### config.mk
export PLATFORM = sky130hd
export DESIGN_NAME = arx_cmd_port
export DESIGN_NICKNAME = d
export VERILOG_FILES = /design/src/hw/arx_pkg.sv /design/src/hw/arx_cmd_port.sv /design/src/hw/arx_fifo.sv
export VERILOG_INCLUDE_DIRS = /design/src /design/src/hw
export SDC_FILE = /design/constraint.sdc
export NUM_CORES = 2
export LEC_CHECK = 0
export BUFFER_PORTS_ARGS = -buffer_cell sky130_fd_sc_hd__buf_4
export CORE_UTILIZATION = 30
export CTS_CLUSTER_SIZE = 25
export DETAILED_ROUTE_END_ITERATION = 6
export PLACE_DENSITY = 0.54
export SLEW_MARGIN = 20
export SYNTH_ARGS = -nofsm -noshare
export SYNTH_HDL_FRONTEND = slang
export SYNTH_SLANG_ARGS = --single-unit
### constraint.sdc
create_clock -name clk -period 7.35 [get_ports clk]
set_clock_uncertainty 0.15 [all_clocks]
set_input_delay 0.735 -clock clk [delete_from_list [all_inputs] [get_ports clk]]
set_output_delay 0.735 -clock clk [all_outputs]
set_load 0.005 [all_outputs]
### src/hw/arx_consts.svh
`ifndef ARX_CONSTS_SVH
`define ARX_CONSTS_SVH

// Instruction fields
`define ARX_INSTR_BITS      8'h08
`define ARX_OP_NOP          4'h0
`define ARX_OP_LABEL_WR     4'h1
`define ARX_OP_LABEL_RD     4'h2
`define ARX_OP_FIFO_RD      4'h3
`define ARX_OP_CFG_WR       4'h4
`define ARX_OP_CFG_RD       4'h5
`define ARX_OP_STATUS_RD    4'h6
`define ARX_OP_MASTER_RST   4'h7
`define ARX_OP_TX_HI_WR     4'h8
`define ARX_OP_TX_LO_WR     4'h9
`define ARX_CHAN_FIRST      4'h1
`define ARX_CHAN_LAST       4'h8

// Data field lengths in bits
`define ARX_LEN_CFG         8'h10
`define ARX_LEN_TX          8'h20
`define ARX_LEN_LABEL       8'h80

// Channel configuration bit positions
`define ARX_CFG_RATE        0
`define ARX_CFG_IND_MODE    1
`define ARX_CFG_LABEL_EN    2
`define ARX_CFG_CH_RST      3
`define ARX_CFG_PARITY_EN   4
`define ARX_CFG_LOOPBACK    5
`define ARX_CFG_DEC_EN      6
`define ARX_CFG_BIT10_VAL   7
`define ARX_CFG_BIT9_VAL    8
`define ARX_CFG_LBL_ORDER   9
`define ARX_CFG_USED_MASK   16'h03FF
`define ARX_CFG_RESET       16'h0000

// Storage sizes
`define ARX_CHANNELS        8
`define ARX_RX_DEPTH        4
`define ARX_RX_FULL_CNT     3'h4
`define ARX_ING_DEPTH       16
`define ARX_ING_WIDTH       35

`endif

### src/hw/arx_pkg.sv
package arx_pkg;

    // Serial sequencer phase
    typedef enum logic [1:0] {
        ARX_ST_INSTR = 2'b00,
        ARX_ST_WRITE = 2'b01,
        ARX_ST_READ  = 2'b10,
        ARX_ST_SKIP  = 2'b11
    } arx_state_t;

endpackage : arx_pkg

### src/hw/arx_cmd_port.sv
// Notes on behaviour
// - Instruction is eight bits, MSB first, taken on first eight rising SCK edges.
// - Write data MSB follows instruction directly, latched on next rising edge.
// - Write data length: 16 config, 32 transmit, 128 label memory.
// - Read data MSB driven at first falling edge after last instruction bit.
// - Upper nibble is channel 1 to 8, lower nibble is operation.
// - Op codes 0x0 and 0xA-0xF do nothing and carry no data.
// - 0x1 writes sixteen labels, 128 bits; 0x2 reads them back.
// - 0x3 returns next received word of channel, zeros when empty.
// - 0x4 loads channel config and clears its FIFO; 0x5 reads it.
// - 0x7 and hardware reset pin clear FIFOs, keep configuration.
// - 0x8 and 0x9 load transmit word at high or low rate.
// - Config bit 0 selects reference divided by 10 or by 80.
// - Config bit 1 picks not-empty or full indicator; combined output ORs all.
// - Config bit 2 enables label recognition for the channel.
// - Config bit 3 clears channel and keeps it disabled while high.
// - Config bit 4 enables odd parity checking of received words.
// - Config bit 5 low feeds receiver from transmit word for self-test.
// - Decoder enabled: word bits 10 and 9 must match config bits 7, 8.
// - Config bit 9 selects reversed or as-received label order on read.
// - Config bits 10 to 15 unused and read as zero.
// - One status register read by 0x6; bit 0 low while receiver 1 has data.
// - Status bits 0-7 show empty, bits 8-15 show full, per receiver.
`timescale 1ns/1ps
`include "arx_consts.svh"
module arx_cmd_port (
    input  wire logic        clk,
    input  wire logic        rst_n,
    input  wire logic        ce,
    input  wire logic        cs_n,
    input  wire logic        sck,
    input  wire logic        si,
    output logic             so,
    input  wire logic        hardware_reset_pin,
    input  wire logic        rx_valid,
    output logic             rx_ready,
    input  wire logic [2:0]  rx_chan,
    input  wire logic [31:0] rx_word,
    output logic [7:0]       per_channel_indicator,
    output logic             indicator_any,
    output logic [7:0]       rate_select_bit,
    output logic [7:0]       loopback_select,
    output logic [7:0]       receiver_clear,
    output logic [31:0]      tx_word,
    output logic             tx_low_speed,
    output logic             tx_load
);
    arx_pkg::arx_state_t state_r;
    logic [7:0]   instr_r;
    logic [7:0]   cnt_r;
    logic [7:0]   len_r;
    logic [127:0] shreg_r;
    logic         so_r;
    logic [3:0]   tgt_op_r;
    logic [2:0]   tgt_ch_r;
    logic         tgt_ok_r;
    logic         sck_prev_r;
    logic         sck_rise;
    logic         sck_fall;
    logic [7:0]   instr_full;
    logic [3:0]   dec_op;
    logic [3:0]   dec_nib;
    logic [2:0]   dec_ch;
    logic         dec_ch_ok;
    logic         decode;
    logic         commit;
    logic [127:0] wr_data;
    logic [127:0] rd_data;
    logic         master_clr;
    logic         pop_strobe;
    logic [15:0]  cfg_r   [8];
    logic [127:0] label_r [8];
    logic [7:0]   cfg_wr;
    logic [7:0]   fifo_empty;
    logic [7:0]   fifo_full;
    logic [31:0]  head_word [8];
    logic [15:0]  status;
    logic         ing_valid;
    logic         ing_ready;
    logic [34:0]  ing_data;
    logic [2:0]   ing_ch;
    logic [31:0]  ing_word;
    logic [31:0]  ing_store;
    logic         ing_accept;

    // Reverse the eight label bits for the reversed read order
    function automatic logic [31:0] arx_order(input logic [31:0] w, input logic as_received);
        logic [7:0] rev;
        rev = '0;
        for (int k = 0; k < 8; k++) begin
            rev[k] = w[7-k];
        end
        return as_received ? w : {w[31:8], rev};
    endfunction : arx_order

    // Label lookup over all sixteen entries of a channel's table
    function automatic logic arx_label_hit(input logic [127:0] tbl, input logic [7:0] lbl);
        logic hit;
        hit = 1'b0;
        for (int k = 0; k < 16; k++) begin
            hit = hit | (tbl[k*8 +: 8] == lbl);
        end
        return hit;
    endfunction : arx_label_hit

    // Pins are synchronous, so a one-cycle history is enough for edge detection
    assign sck_rise = ce & ~cs_n & sck & ~sck_prev_r;
    assign sck_fall = ce & ~cs_n & ~sck & sck_prev_r;

    // Instruction decode, valid on the eighth rising edge
    assign instr_full = {instr_r[6:0], si};
    assign dec_op     = instr_full[3:0];
    assign dec_nib    = instr_full[7:4];
    assign dec_ch     = 3'(dec_nib - 4'h1);
    assign dec_ch_ok  = (dec_nib >= `ARX_CHAN_FIRST) && (dec_nib <= `ARX_CHAN_LAST);
    assign decode     = sck_rise && (state_r == arx_pkg::ARX_ST_INSTR) && (cnt_r == `ARX_INSTR_BITS - 8'h01);
    assign wr_data    = {shreg_r[126:0], si};
    assign commit     = sck_rise && (state_r == arx_pkg::ARX_ST_WRITE) && (cnt_r == len_r - 8'h01);
    assign master_clr = (decode && (dec_op == `ARX_OP_MASTER_RST)) | (ce & hardware_reset_pin);
    assign pop_strobe = decode && (dec_op == `ARX_OP_FIFO_RD) && dec_ch_ok;

    // Read data, left aligned so the MSB sits at the top of the shifter
    always_comb begin
        rd_data = '0;
        unique case (dec_op)
            `ARX_OP_LABEL_RD: rd_data = dec_ch_ok ? label_r[dec_ch] : '0;
            `ARX_OP_FIFO_RD: begin
                if (dec_ch_ok && !fifo_empty[dec_ch]) begin
                    rd_data = {arx_order(head_word[dec_ch], cfg_r[dec_ch][`ARX_CFG_LBL_ORDER]), 96'h0};
                end
            end
            `ARX_OP_CFG_RD: rd_data = dec_ch_ok ? {cfg_r[dec_ch] & `ARX_CFG_USED_MASK, 112'h0} : '0;
            `ARX_OP_STATUS_RD: rd_data = {status, 112'h0};
            default: rd_data = '0;
        endcase
    end

    // Serial sequencer: instruction, then write or read field, then idle until deselect
    always_ff @(posedge clk or negedge rst_n) begin
        if (!rst_n) begin
            state_r    <= arx_pkg::ARX_ST_INSTR;
            instr_r    <= 8'h00;
            cnt_r      <= 8'h00;
            len_r      <= 8'h00;
            shreg_r    <= '0;
            so_r       <= 1'b0;
            tgt_op_r   <= 4'h0;
            tgt_ch_r   <= 3'h0;
            tgt_ok_r   <= 1'b0;
            sck_prev_r <= 1'b0;
        end else if (ce) begin
            sck_prev_r <= sck;
            if (cs_n) begin
                state_r <= arx_pkg::ARX_ST_INSTR;
                cnt_r   <= 8'h00;
                so_r    <= 1'b0;
            end else begin
                unique case (state_r)
                    arx_pkg::ARX_ST_INSTR: begin
                        if (sck_rise) begin
                            instr_r <= instr_full;
                            cnt_r   <= cnt_r + 8'h01;
                        end
                        if (decode) begin
                            cnt_r    <= 8'h00;
                            tgt_op_r <= dec_op;
                            tgt_ch_r <= dec_ch;
                            tgt_ok_r <= dec_ch_ok;
                            shreg_r  <= rd_data;
                            unique case (dec_op)
                                `ARX_OP_LABEL_WR: begin
                                    state_r <= arx_pkg::ARX_ST_WRITE;
                                    len_r   <= `ARX_LEN_LABEL;
                                end
                                `ARX_OP_CFG_WR: begin
                                    state_r <= arx_pkg::ARX_ST_WRITE;
                                    len_r   <= `ARX_LEN_CFG;
                                end
                                `ARX_OP_TX_HI_WR, `ARX_OP_TX_LO_WR: begin
                                    state_r <= arx_pkg::ARX_ST_WRITE;
                                    len_r   <= `ARX_LEN_TX;
                                end
                                `ARX_OP_LABEL_RD, `ARX_OP_FIFO_RD, `ARX_OP_CFG_RD, `ARX_OP_STATUS_RD: begin
                                    state_r <= arx_pkg::ARX_ST_READ;
                                end
                                default: begin
                                    state_r <= arx_pkg::ARX_ST_SKIP;
                                end
                            endcase
                        end
                    end
                    arx_pkg::ARX_ST_WRITE: begin
                        if (sck_rise) begin
                            shreg_r <= wr_data;
                            cnt_r   <= cnt_r + 8'h01;
                        end
                        if (commit) begin
                            state_r <= arx_pkg::ARX_ST_SKIP;
                        end
                    end
                    arx_pkg::ARX_ST_READ: begin
                        if (sck_fall) begin
                            so_r    <= shreg_r[127];
                            shreg_r <= {shreg_r[126:0], 1'b0};
                        end
                    end
                    arx_pkg::ARX_ST_SKIP: begin
                        so_r <= 1'b0;
                    end
                endcase
            end
        end
    end

    assign so = so_r;

    // Field commit into the addressed store; a bad channel nibble makes a label or config write vanish, transmit writes ignore it
    always_ff @(posedge clk or negedge rst_n) begin
        if (!rst_n) begin
            for (int c = 0; c < `ARX_CHANNELS; c++) begin
                cfg_r[c]   <= `ARX_CFG_RESET;
                label_r[c] <= '0;
            end
            tx_word      <= 32'h0000_0000;
            tx_low_speed <= 1'b0;
            tx_load      <= 1'b0;
        end else if (ce) begin
            tx_load <= 1'b0;
            if (commit) begin
                unique case (tgt_op_r)
                    `ARX_OP_LABEL_WR: begin
                        if (tgt_ok_r) begin
                            label_r[tgt_ch_r] <= wr_data;
                        end
                    end
                    `ARX_OP_CFG_WR: begin
                        if (tgt_ok_r) begin
                            cfg_r[tgt_ch_r] <= wr_data[15:0] & `ARX_CFG_USED_MASK;
                        end
                    end
                    `ARX_OP_TX_HI_WR, `ARX_OP_TX_LO_WR: begin
                        tx_word      <= wr_data[31:0];
                        tx_low_speed <= (tgt_op_r == `ARX_OP_TX_LO_WR);
                        tx_load      <= 1'b1;
                    end
                    default: begin
                    end
                endcase
            end
        end
    end

    // Incoming words wait here; draining stalls on a read pop so a same-cycle push cannot override the pop in the channel store
    arx_fifo #(
        .W     (`ARX_ING_WIDTH),
        .DEPTH (`ARX_ING_DEPTH)
    ) u_ingress (
        .clk       (clk),
        .rst_n     (rst_n),
        .ce        (ce),
        .in_valid  (rx_valid),
        .in_ready  (rx_ready),
        .in_data   ({rx_chan, rx_word}),
        .out_valid (ing_valid),
        .out_ready (ing_ready),
        .out_data  (ing_data)
    );

    assign ing_ready = ~pop_strobe;
    assign ing_ch    = ing_data[34:32];
    assign ing_word  = ing_data[31:0];

    // Acceptance filter: channel enabled, label table and decoder bits
    always_comb begin
        ing_accept = ce & ing_valid & ing_ready & ~cfg_r[ing_ch][`ARX_CFG_CH_RST];
        if (cfg_r[ing_ch][`ARX_CFG_LABEL_EN] && !arx_label_hit(label_r[ing_ch], ing_word[7:0])) begin
            ing_accept = 1'b0;
        end
        if (cfg_r[ing_ch][`ARX_CFG_DEC_EN] &&
            ((ing_word[9] != cfg_r[ing_ch][`ARX_CFG_BIT10_VAL]) ||
             (ing_word[8] != cfg_r[ing_ch][`ARX_CFG_BIT9_VAL]))) begin
            ing_accept = 1'b0;
        end
        ing_store = ing_word;
        if (cfg_r[ing_ch][`ARX_CFG_PARITY_EN]) begin
            ing_store[31] = ~(^ing_word);
        end
    end

    // One receive store per channel, overwriting the newest word when full
    for (genvar i = 0; i < `ARX_CHANNELS; i++) begin : g_chan
        logic [31:0] slot_r [`ARX_RX_DEPTH];
        logic [1:0]  wr_ptr_r;
        logic [1:0]  rd_ptr_r;
        logic [2:0]  count_r;
        logic        clr;
        logic        push;
        logic        pop;
        logic        full;

        assign cfg_wr[i] = commit && (tgt_op_r == `ARX_OP_CFG_WR) && tgt_ok_r && (tgt_ch_r == 3'(i));
        assign clr  = master_clr | cfg_wr[i] | cfg_r[i][`ARX_CFG_CH_RST];
        assign push = ing_accept && (ing_ch == 3'(i));
        assign pop  = pop_strobe && (dec_ch == 3'(i)) && (count_r != 3'h0);
        assign full = (count_r == `ARX_RX_FULL_CNT);

        always_ff @(posedge clk or negedge rst_n) begin
            if (!rst_n) begin
                wr_ptr_r <= 2'h0;
                rd_ptr_r <= 2'h0;
                count_r  <= 3'h0;
                for (int k = 0; k < `ARX_RX_DEPTH; k++) begin
                    slot_r[k] <= 32'h0000_0000;
                end
            end else if (ce) begin
                if (clr) begin
                    wr_ptr_r <= 2'h0;
                    rd_ptr_r <= 2'h0;
                    count_r  <= 3'h0;
                end else if (push && full) begin
                    slot_r[wr_ptr_r - 2'h1] <= ing_store;
                end else if (push) begin
                    slot_r[wr_ptr_r] <= ing_store;
                    wr_ptr_r         <= wr_ptr_r + 2'h1;
                    count_r          <= count_r + 3'h1;
                end else if (pop) begin
                    rd_ptr_r <= rd_ptr_r + 2'h1;
                    count_r  <= count_r - 3'h1;
                end
            end
        end

        assign head_word[i]             = slot_r[rd_ptr_r];
        assign fifo_empty[i]            = (count_r == 3'h0);
        assign fifo_full[i]             = full;
        assign per_channel_indicator[i] = cfg_r[i][`ARX_CFG_IND_MODE] ? full : (count_r != 3'h0);
        assign rate_select_bit[i]       = cfg_r[i][`ARX_CFG_RATE];
        assign loopback_select[i]       = cfg_r[i][`ARX_CFG_LOOPBACK];
        assign receiver_clear[i]        = clr;
    end

    // Status summary and combined indicator
    assign status        = {fifo_full, fifo_empty};
    assign indicator_any = |per_channel_indicator;
endmodule : arx_cmd_port

### src/hw/arx_fifo.sv
`timescale 1ns/1ps
module arx_fifo #(
    parameter int W     = 35,
    parameter int DEPTH = 16
) (
    input  wire logic         clk,
    input  wire logic         rst_n,
    input  wire logic         ce,
    input  wire logic         in_valid,
    output logic              in_ready,
    input  wire logic [W-1:0] in_data,
    output logic              out_valid,
    input  wire logic         out_ready,
    output logic [W-1:0]      out_data
);
    localparam int AW = $clog2(DEPTH);

    logic [W-1:0]  slot_r [DEPTH];
    logic [AW-1:0] wr_ptr_r;
    logic [AW-1:0] rd_ptr_r;
    logic [AW:0]   count_r;
    logic          push;
    logic          pop;

    // Full and empty come straight from the occupancy count
    assign in_ready  = (count_r != (AW+1)'(DEPTH));
    assign out_valid = (count_r != '0);
    assign out_data  = slot_r[rd_ptr_r];
    assign push      = ce & in_valid & in_ready;
    assign pop       = ce & out_valid & out_ready;

    // Storage write; no reset needed on the data itself
    always_ff @(posedge clk) begin
        if (push) begin
            slot_r[wr_ptr_r] <= in_data;
        end
    end

    // Pointers wrap naturally since DEPTH is a power of two
    always_ff @(posedge clk or negedge rst_n) begin
        if (!rst_n) begin
            wr_ptr_r <= '0;
            rd_ptr_r <= '0;
            count_r  <= '0;
        end else begin
            if (push) begin
                wr_ptr_r <= wr_ptr_r + 1'b1;
            end
            if (pop) begin
                rd_ptr_r <= rd_ptr_r + 1'b1;
            end
            if (push && !pop) begin
                count_r <= count_r + 1'b1;
            end else if (pop && !push) begin
                count_r <= count_r - 1'b1;
            end
        end
    end
endmodule : arx_fifo

Word-level counts from Yosys, hierarchy flattened. Memory sizes are Yosys's and may differ from the RTL's. Index checks and enable logic that the tools add are counted.

Bits in registers: 2442. Latch bits: 0. RAM bits: 560. Memory bits (read-only): 0. Input bits: 43. Output and inout port bits: 69. Word-level logic and storage cells: 776. Memories kept: 1.

Add/sub/neg operators: 47. Multipliers: 0. Div/mod/pow operators: 0. Order comparisons: 47. Equal/unequal tests: 88. Shift-type cells: 0. Muxes and demuxes: 238. Bitwise operators: 84. Reductions and logical operators: 183.

Memories: u_ingress.slot_r (words 16, width 35, rd ports 1, clocked after Yosys merged registers in 0, write ports 1, line arx_fifo.sv:18) `logic [W-1:0] slot_r [DEPTH];`.

Operators with widths (count): 128-bit two-way mux (26); 128-bit bitwise mux (17); 32-bit two-way mux (34); 1024-bit bitwise mux (1); 32-bit demux with 2-bit select (16); 128-bit binary-select mux with 3-bit select (2); 32-bit binary-select mux with 2-bit select (8); 128-bit one-hot mux with 4 select lines (1); 128-bit demux with 3-bit select (1); 128-bit one-hot mux with 3 select lines (1); 8-bit == test (17); 122-bit two-way mux (1); 2-bit two-way mux (59); 16-bit binary-select mux with 3-bit select (2); 32-bit binary-select mux with 3-bit select (1); 3-bit two-way mux (32); 3-bit AND reduction (26); 3-bit greater-or-equal comparator (second input constant) (24); 1-bit logical AND (72); 2-bit inverter with 3-bit output (24); 3-bit == test (second input constant) (20); 3-bit nonzero test (20); 4-bit AND reduction (13); 2-bit nonzero test (25); 56 further kinds (244).

Logic depth before layout (Yosys ltp). An unclocked memory read counts as a cell.

Word-level depth: 29. Depth in mapped cells: 27. Mapped depth without buffers: 20.

Cells and area by module. From an unflattened synthesis, not the netlist that was laid out.

Cells, all modules: 9502. Area total of the unflattened synthesis: 141002.7 um^2.

By module, submodules not included: arx_cmd_port (times used 1, cells each 8554, area each 119204.3 um^2, sequential area each 59457.0 um^2); arx_fifo (times used 1, cells each 948, area each 21798.4 um^2, sequential area each 17141.4 um^2).

Worst setup path before layout. No wires, ideal clock.

Path kind: flip-flop to flip-flop. Start point: reg u_ingress.rd_ptr_r[2]. End point: reg g_chan[2].count_r[2]. Setup time: 127 ps. Arrival: 4901 ps. Data required time: 7073 ps. Path slack: 2172 ps. Stages on the path, launching flop included: 22. Buffers on the path: 2. Clock period less this slack: 5178 ps. Path through: dfrtp_1 buf_4 mux4_2 mux2_2 mux2_2 buf_4 nand3_1 a211oi_1 nand4bb_1 xnor2_1 or4b_1 nor4_1 a21oi_1 and4_4 nand2_1 nand3_1 xnor2_1 ha_1 nor3b_1 o21ai_0 o32ai_1 a221o_1.

Cells in the longest elaborated chain, start to end: 29. Elaborated cells on any way between the ends: 58. Those cells by class: eq/ne: 20; mux: 11; bitwise: 18; reduce/logical: 8; memory: 1.

RTL lines: start, declared (line arx_fifo.sv:20) `logic [AW-1:0] rd_ptr_r;`; start signal, assigned (line arx_fifo.sv:50) `rd_ptr_r <= rd_ptr_r + 1'b1;`; memory 16 x 35 bit *; 3-bit inverter with 4-bit output (not written as such); 128-bit binary-select mux with 3-bit select (line arx_cmd_port.sv:276) `` if (cfg_r[ing_ch][`ARX_CFG_LABEL_EN] && !arx_label_hit(label_r[ing_ch], ing_word[7:0])) begin ``; 128-bit two-way mux (not written as such) (2 in series) (line arx_cmd_port.sv:276); 8-bit == test (line arx_cmd_port.sv:101) `hit = hit | (tbl[k*8 +: 8] == lbl);`; 1-bit OR (15 in series) (line arx_cmd_port.sv:101); 1-bit logical NOT (line arx_cmd_port.sv:276); 1-bit logical AND (line arx_cmd_port.sv:276); 1-bit two-way mux (line arx_cmd_port.sv:276); 1-bit two-way mux (line arx_cmd_port.sv:279) `` if (cfg_r[ing_ch][`ARX_CFG_DEC_EN] && ``; 1-bit logical AND * (line arx_cmd_port.sv:303) `assign push = ing_accept && (ing_ch == 3'(i));`; 1-bit logical AND / 3-bit two-way mux (equally long branches) (line arx_cmd_port.sv:320, arx_cmd_port.sv:322); 2-bit != test (no source line) / 3-bit two-way mux (equally long branches); 3-bit AND reduction (no source line) / 3-bit two-way mux (equally long branches); end signal, assigned (line arx_cmd_port.sv:325) `count_r <= count_r + 3'h1;`; end signal, assigned (line arx_cmd_port.sv:328) `count_r <= count_r - 3'h1;`; end, declared (line arx_cmd_port.sv:295) `logic [2:0] count_r;`.

Every way passes the cells marked *; elsewhere a longest branch is shown, timed or not. The select of a mux whose other input is x is not followed. A chain may end at the register's enable or synchronous reset.

Worst setup path after layout.
Start point: reg u_ingress.rd_ptr_r[2]. End point: reg g_chan[0].count_r[2].

Cells in the longest elaborated chain, start to end: 29. Elaborated cells on any way between the ends: 58. Those cells by class: eq/ne: 19; mux: 11; bitwise: 18; reduce/logical: 9; memory: 1.

RTL lines (line): memory 16 x 35 bit *; 3-bit inverter with 4-bit output (not written as such); 128-bit binary-select mux with 3-bit select (arx_cmd_port.sv:276); 128-bit two-way mux (not written as such) (2 in series) (arx_cmd_port.sv:276); 8-bit == test (arx_cmd_port.sv:101); 1-bit OR (15 in series) (arx_cmd_port.sv:101); 1-bit logical NOT (arx_cmd_port.sv:276); 1-bit logical AND (arx_cmd_port.sv:276); 1-bit two-way mux (arx_cmd_port.sv:276); 1-bit two-way mux (arx_cmd_port.sv:279); 1-bit logical AND * (arx_cmd_port.sv:303); 1-bit logical AND / 3-bit two-way mux (equally long branches) (arx_cmd_port.sv:320, arx_cmd_port.sv:322); 2-bit != test (no source line) / 3-bit two-way mux (equally long branches); 3-bit AND reduction (no source line) / 3-bit two-way mux (equally long branches); end signal, assigned (arx_cmd_port.sv:325); end signal, assigned (arx_cmd_port.sv:328); end, declared (arx_cmd_port.sv:295).

Marked as above.

==> reports/metrics.cfg <==
[run_status]
status = complete, no violations

[timing]
hold_violations = 0
fin_crit_ns = 6.964
slew_violations = 0
tightest_slew_ns = 1.146
fmax_ghz = 0.1436
setup_viol = 0
finalCritPeriodShare_pct = 94.75
worst_slack_ns = 0.3856
rsz0062_at_grt = no
slew_headroom_pct = 23.10
finalSetupTns_ns = 0

[place]
dp_slack_ns = 0.2463
gp_congestion = 0.8146
portBuffers = 111
placedCellCount = 15900
place_area_mm2 = 0.1510
hpwl_um = 259000

[floorplanning]
dieArea_mm2 = 0.4767
coreArea_mm2 = 0.4714
fp.dieH_um = 690.4
die_w_um = 690.4
num_rows = 252
ios = 112
initial_core_util_pct = 30.16

[setup_path]
r2r_setup_slack_ns = 0.39
reg2regPathDepth = 23
cp-start-kind = flip-flop
worstReg2RegStart = u_ingress.rd_ptr_r[2]
cp.required_ns = 8.06
cp_max_fo = 25
reg2reg_to = g_chan[0].count_r[2]
worstSetupEndpointType = flip-flop
arrival_ns = 7.67
crit_type = flip-flop to flip-flop

[power]
seq_power_share_pct = 30.9
leakage_nw = 68.87
combPwrFrac_pct = 43.3
p_clk_share_pct = 25.8
power_per_cell_area_mw_per_mm2 = 402.6
p_int_mw = 39.00
vdd_drop_max_uv = 641.7
p_switching_mw = 26.42
switching_share_pct = 40.39

[synth]
post-synth-top-area-cell = dfrtp_1
yosysSeqAreaShare_pct = 53.88
synthTopCellsByArea = dfrtp_1 (42%), mux2_2 (18%), edfxtp_1 (12%)
synth_area_mm2 = 0.1422
async_reset_ff_share_pct = 81.01
yosys_most_used_dff = dfrtp_1
netlist_instances = 10210
yosysWarnings = 0
synth_edf_count = 560
synth_top_area_share_pct = 42.05
synth_seq_cells = 2949
syn_nets = 10330
syn_area_per_cell_um2 = 13.93
ys_types = 87

[finish]
areaGrowthSynthToFinish_pct = 14.30
drive_gt1_share_pct = 38.88
final_cells = 16550
design_area_mm2 = 0.1625
utilization_pct = 34.48
nets = 10180

[global_route]
grt_pass1_wl_um = 656300
antenna_found_initial = 22
grt_pass1_vias = 95370
grt_max_degree = 198
grt_usage_pct = 18.11
grt_overflow = 0

[hold_path]
hold_class = input pin to flip-flop
hold_depth = 4
hold_end = len_r[4]
hp-start = si

[cts]
cts_root_buf = clkbuf_16
clkLatencyLatePin_ns = 0.97
cts_tree = yes
numCtsBuffers = 331
htreeDepth = 5
clkSinkCount = 2949
clk_path_buf_depth = 4
clk_pin_slew_ns = 0.06

[routing]
via_count = 89840
firstDrtPassIters = 7
drc = 0
vias_per_cell = 5.430
drt-total-wl_um = 441100
detail-route-antenna-nets = 0
wl_per_cell_um = 26.66
first_iter_violations = 7780

[flow_run]
max_cap_viol_count = 0

[routing by layer]
layer	part of all wire [%]	routed length (um)	global-route usage (%)	up-vias
met5	0.022	97	0	-
met4	3.2	13970	5.583	14
met3	5.4	23730	2.430	712
met2	48	211600	29.95	2745
met1	43	191700	24.69	48720
li1	-	-	-	37650
[worst max-delay path, stage by stage (launching register included)]
cell       delay, ns
dfrtp_2         0.62
mux4_2          0.57
mux2_2          0.33
mux2_8          0.45
nor3_4          0.64
buf_12          0.25
o21ai_0         0.09
nor4bb_1        0.14
buf_4           0.14
xnor2_1         0.35
o2111ai_1       0.29
nor4_1          0.43
a21oi_1         0.16
buf_4           0.17
and4_4          0.24
nand2_1         0.28
nand3_1         0.23
buf_4           0.23
xnor2_1         0.12
ha_1            0.22
nor3b_1         0.17
o21ai_0         0.22
o32ai_1         0.13
a221o_1         0.27
[per-stage QoR]
stage	total power, mW	hold WS, ns
finish	65.43	0.1811
global route	68.11	0.1840
CTS	65.84	0.1497
detailed placement	48.82	0.3207
global placement	48.20	0.3123
floorplan	36.66	0.2894
[cell type report]
| type | instances | area [um2] |
|---|---|---|
| fill | 45110 | 308900 |
| sequential | 2949 | 76630 |
| multi-input combinational | 6207 | 61600 |
| clock buffer | 475 | 9578 |
| tap | 6223 | 7786 |
| timing repair buffer | 507 | 5218 |
| clock inverter | 122 | 1464 |
| inverter | 60 | 225.2 |
| antenna | 2 | 5.005 |
[worst max-delay path by stage]
| stage | startpoint | end | slack (ns) |
|---|---|---|---|
| finish | u_ingress.rd_ptr_r[2] | g_chan[0].count_r[2] | 0.39 |
| floorplan | u_ingress.rd_ptr_r[2] | g_chan[2].count_r[2] | 2.17 |
| CTS | u_ingress.rd_ptr_r[0] | g_chan[0].slot_r[102] | 0.30 |
| detailed placement | u_ingress.rd_ptr_r[0] | g_chan[0].slot_r[102] | 0.25 |
| global placement | u_ingress.rd_ptr_r[0] | g_chan[0].count_r[2] | 0.11 |
| global route | u_ingress.rd_ptr_r[2] | g_chan[0].count_r[2] | 0.02 |
[cells in the mapped netlist, drive strengths merged (6+ instances only)]
master / count
nor2: 81
ha: 74
o211ai: 13
a221oi: 41
a211oi: 89
buf: 440
clkbuf: 549
a31oi: 42
dfrtp: 2389
and2: 29
nand2: 906
a32o: 8
a221o: 7
edfxtp: 560
o31ai: 14
a22o: 10
o21ai: 283
o221ai: 17
o2bb2ai: 6
o22ai: 49
a21o: 14
nand2b: 12
xor2: 47
nand3: 162
nor4: 34
or3: 25
mux4: 679
nor3b: 9
nand4: 24
o32ai: 6
a32oi: 78
xnor2: 149
nor3: 78
mux2i: 379
a21oi: 309
inv: 57
and3: 116
mux2: 2257
nor2b: 12
a22oi: 79
[sequential cells by signal, indices dropped and copies added, names as in the netlist, 2 cells and up]
register,count
g_chan.slot_r,1024
label_r,1024
u_ingress.slot_r,560
shreg_r,128
cfg_r,64
tx_word,32
g_chan.count_r,24
g_chan.rd_ptr_r,16
g_chan.wr_ptr_r,16
cnt_r,8
loopback_select,8
rate_select_bit,8
instr_r,7
u_ingress.count_r,5
tgt_op_r,4
u_ingress.rd_ptr_r,4
u_ingress.wr_ptr_r,4
len_r,3
tgt_ch_r,3
state_r,2
[power groups by stage]
stage / registers, mW / logic (mW) / clock network, mW
floorplan: 19.9 / 16.8 / 0
global placement: 20.3 / 27.9 / 0
detailed placement: 20.5 / 28.3 / 0
CTS: 20.2 / 28.4 / 17.2
global route: 20.5 / 29.7 / 17.9
finish: 20.2 / 28.3 / 16.9
[cells in the final DEF (no fill, tap or decap), types with 148 or more instances in the layout]
master	synthesis	final
dfrtp_1	2389	2368
edfxtp_1	560	560
o21ai_0	281	277
a21oi_1	307	300
nand3_1	161	156
mux4_2	679	679
mux2_2	2221	2220
nand2_1	905	898
clkbuf_16	0	334
buf_4	92	365
xnor2_1	149	148
mux2i_1	378	378
[cells by family (layout without fill, tap and decap cells)]
| logic type | Yosys count | count (layout) | share of synthesized area [%] |
|---|---|---|---|
| multiplexers | 3315 | 3315 | 31.30 |
| flip-flops | 2949 | 2949 | 53.88 |
| AND/OR/NAND/NOR | 1517 | 1517 | 4.856 |
| AO/OA/AOI/OAI | 1101 | 1101 | 4.898 |
| buffers and inverters | 1049 | 1164 | 3.151 |
| XOR/XNOR | 196 | 196 | 1.207 |
| adder cells (fa/ha/maj) | 78 | 78 | 0.7076 |
| other | 0 | 2 | 0 |
[repair_timing]
action,in CTS,in global routing
setup endpoints to repair,0,7
hold endpoints to repair,644,0
resized for setup,0,0
setup buffers,0,3
hold buffers,38,0
(Power assumes the default switching activity.)
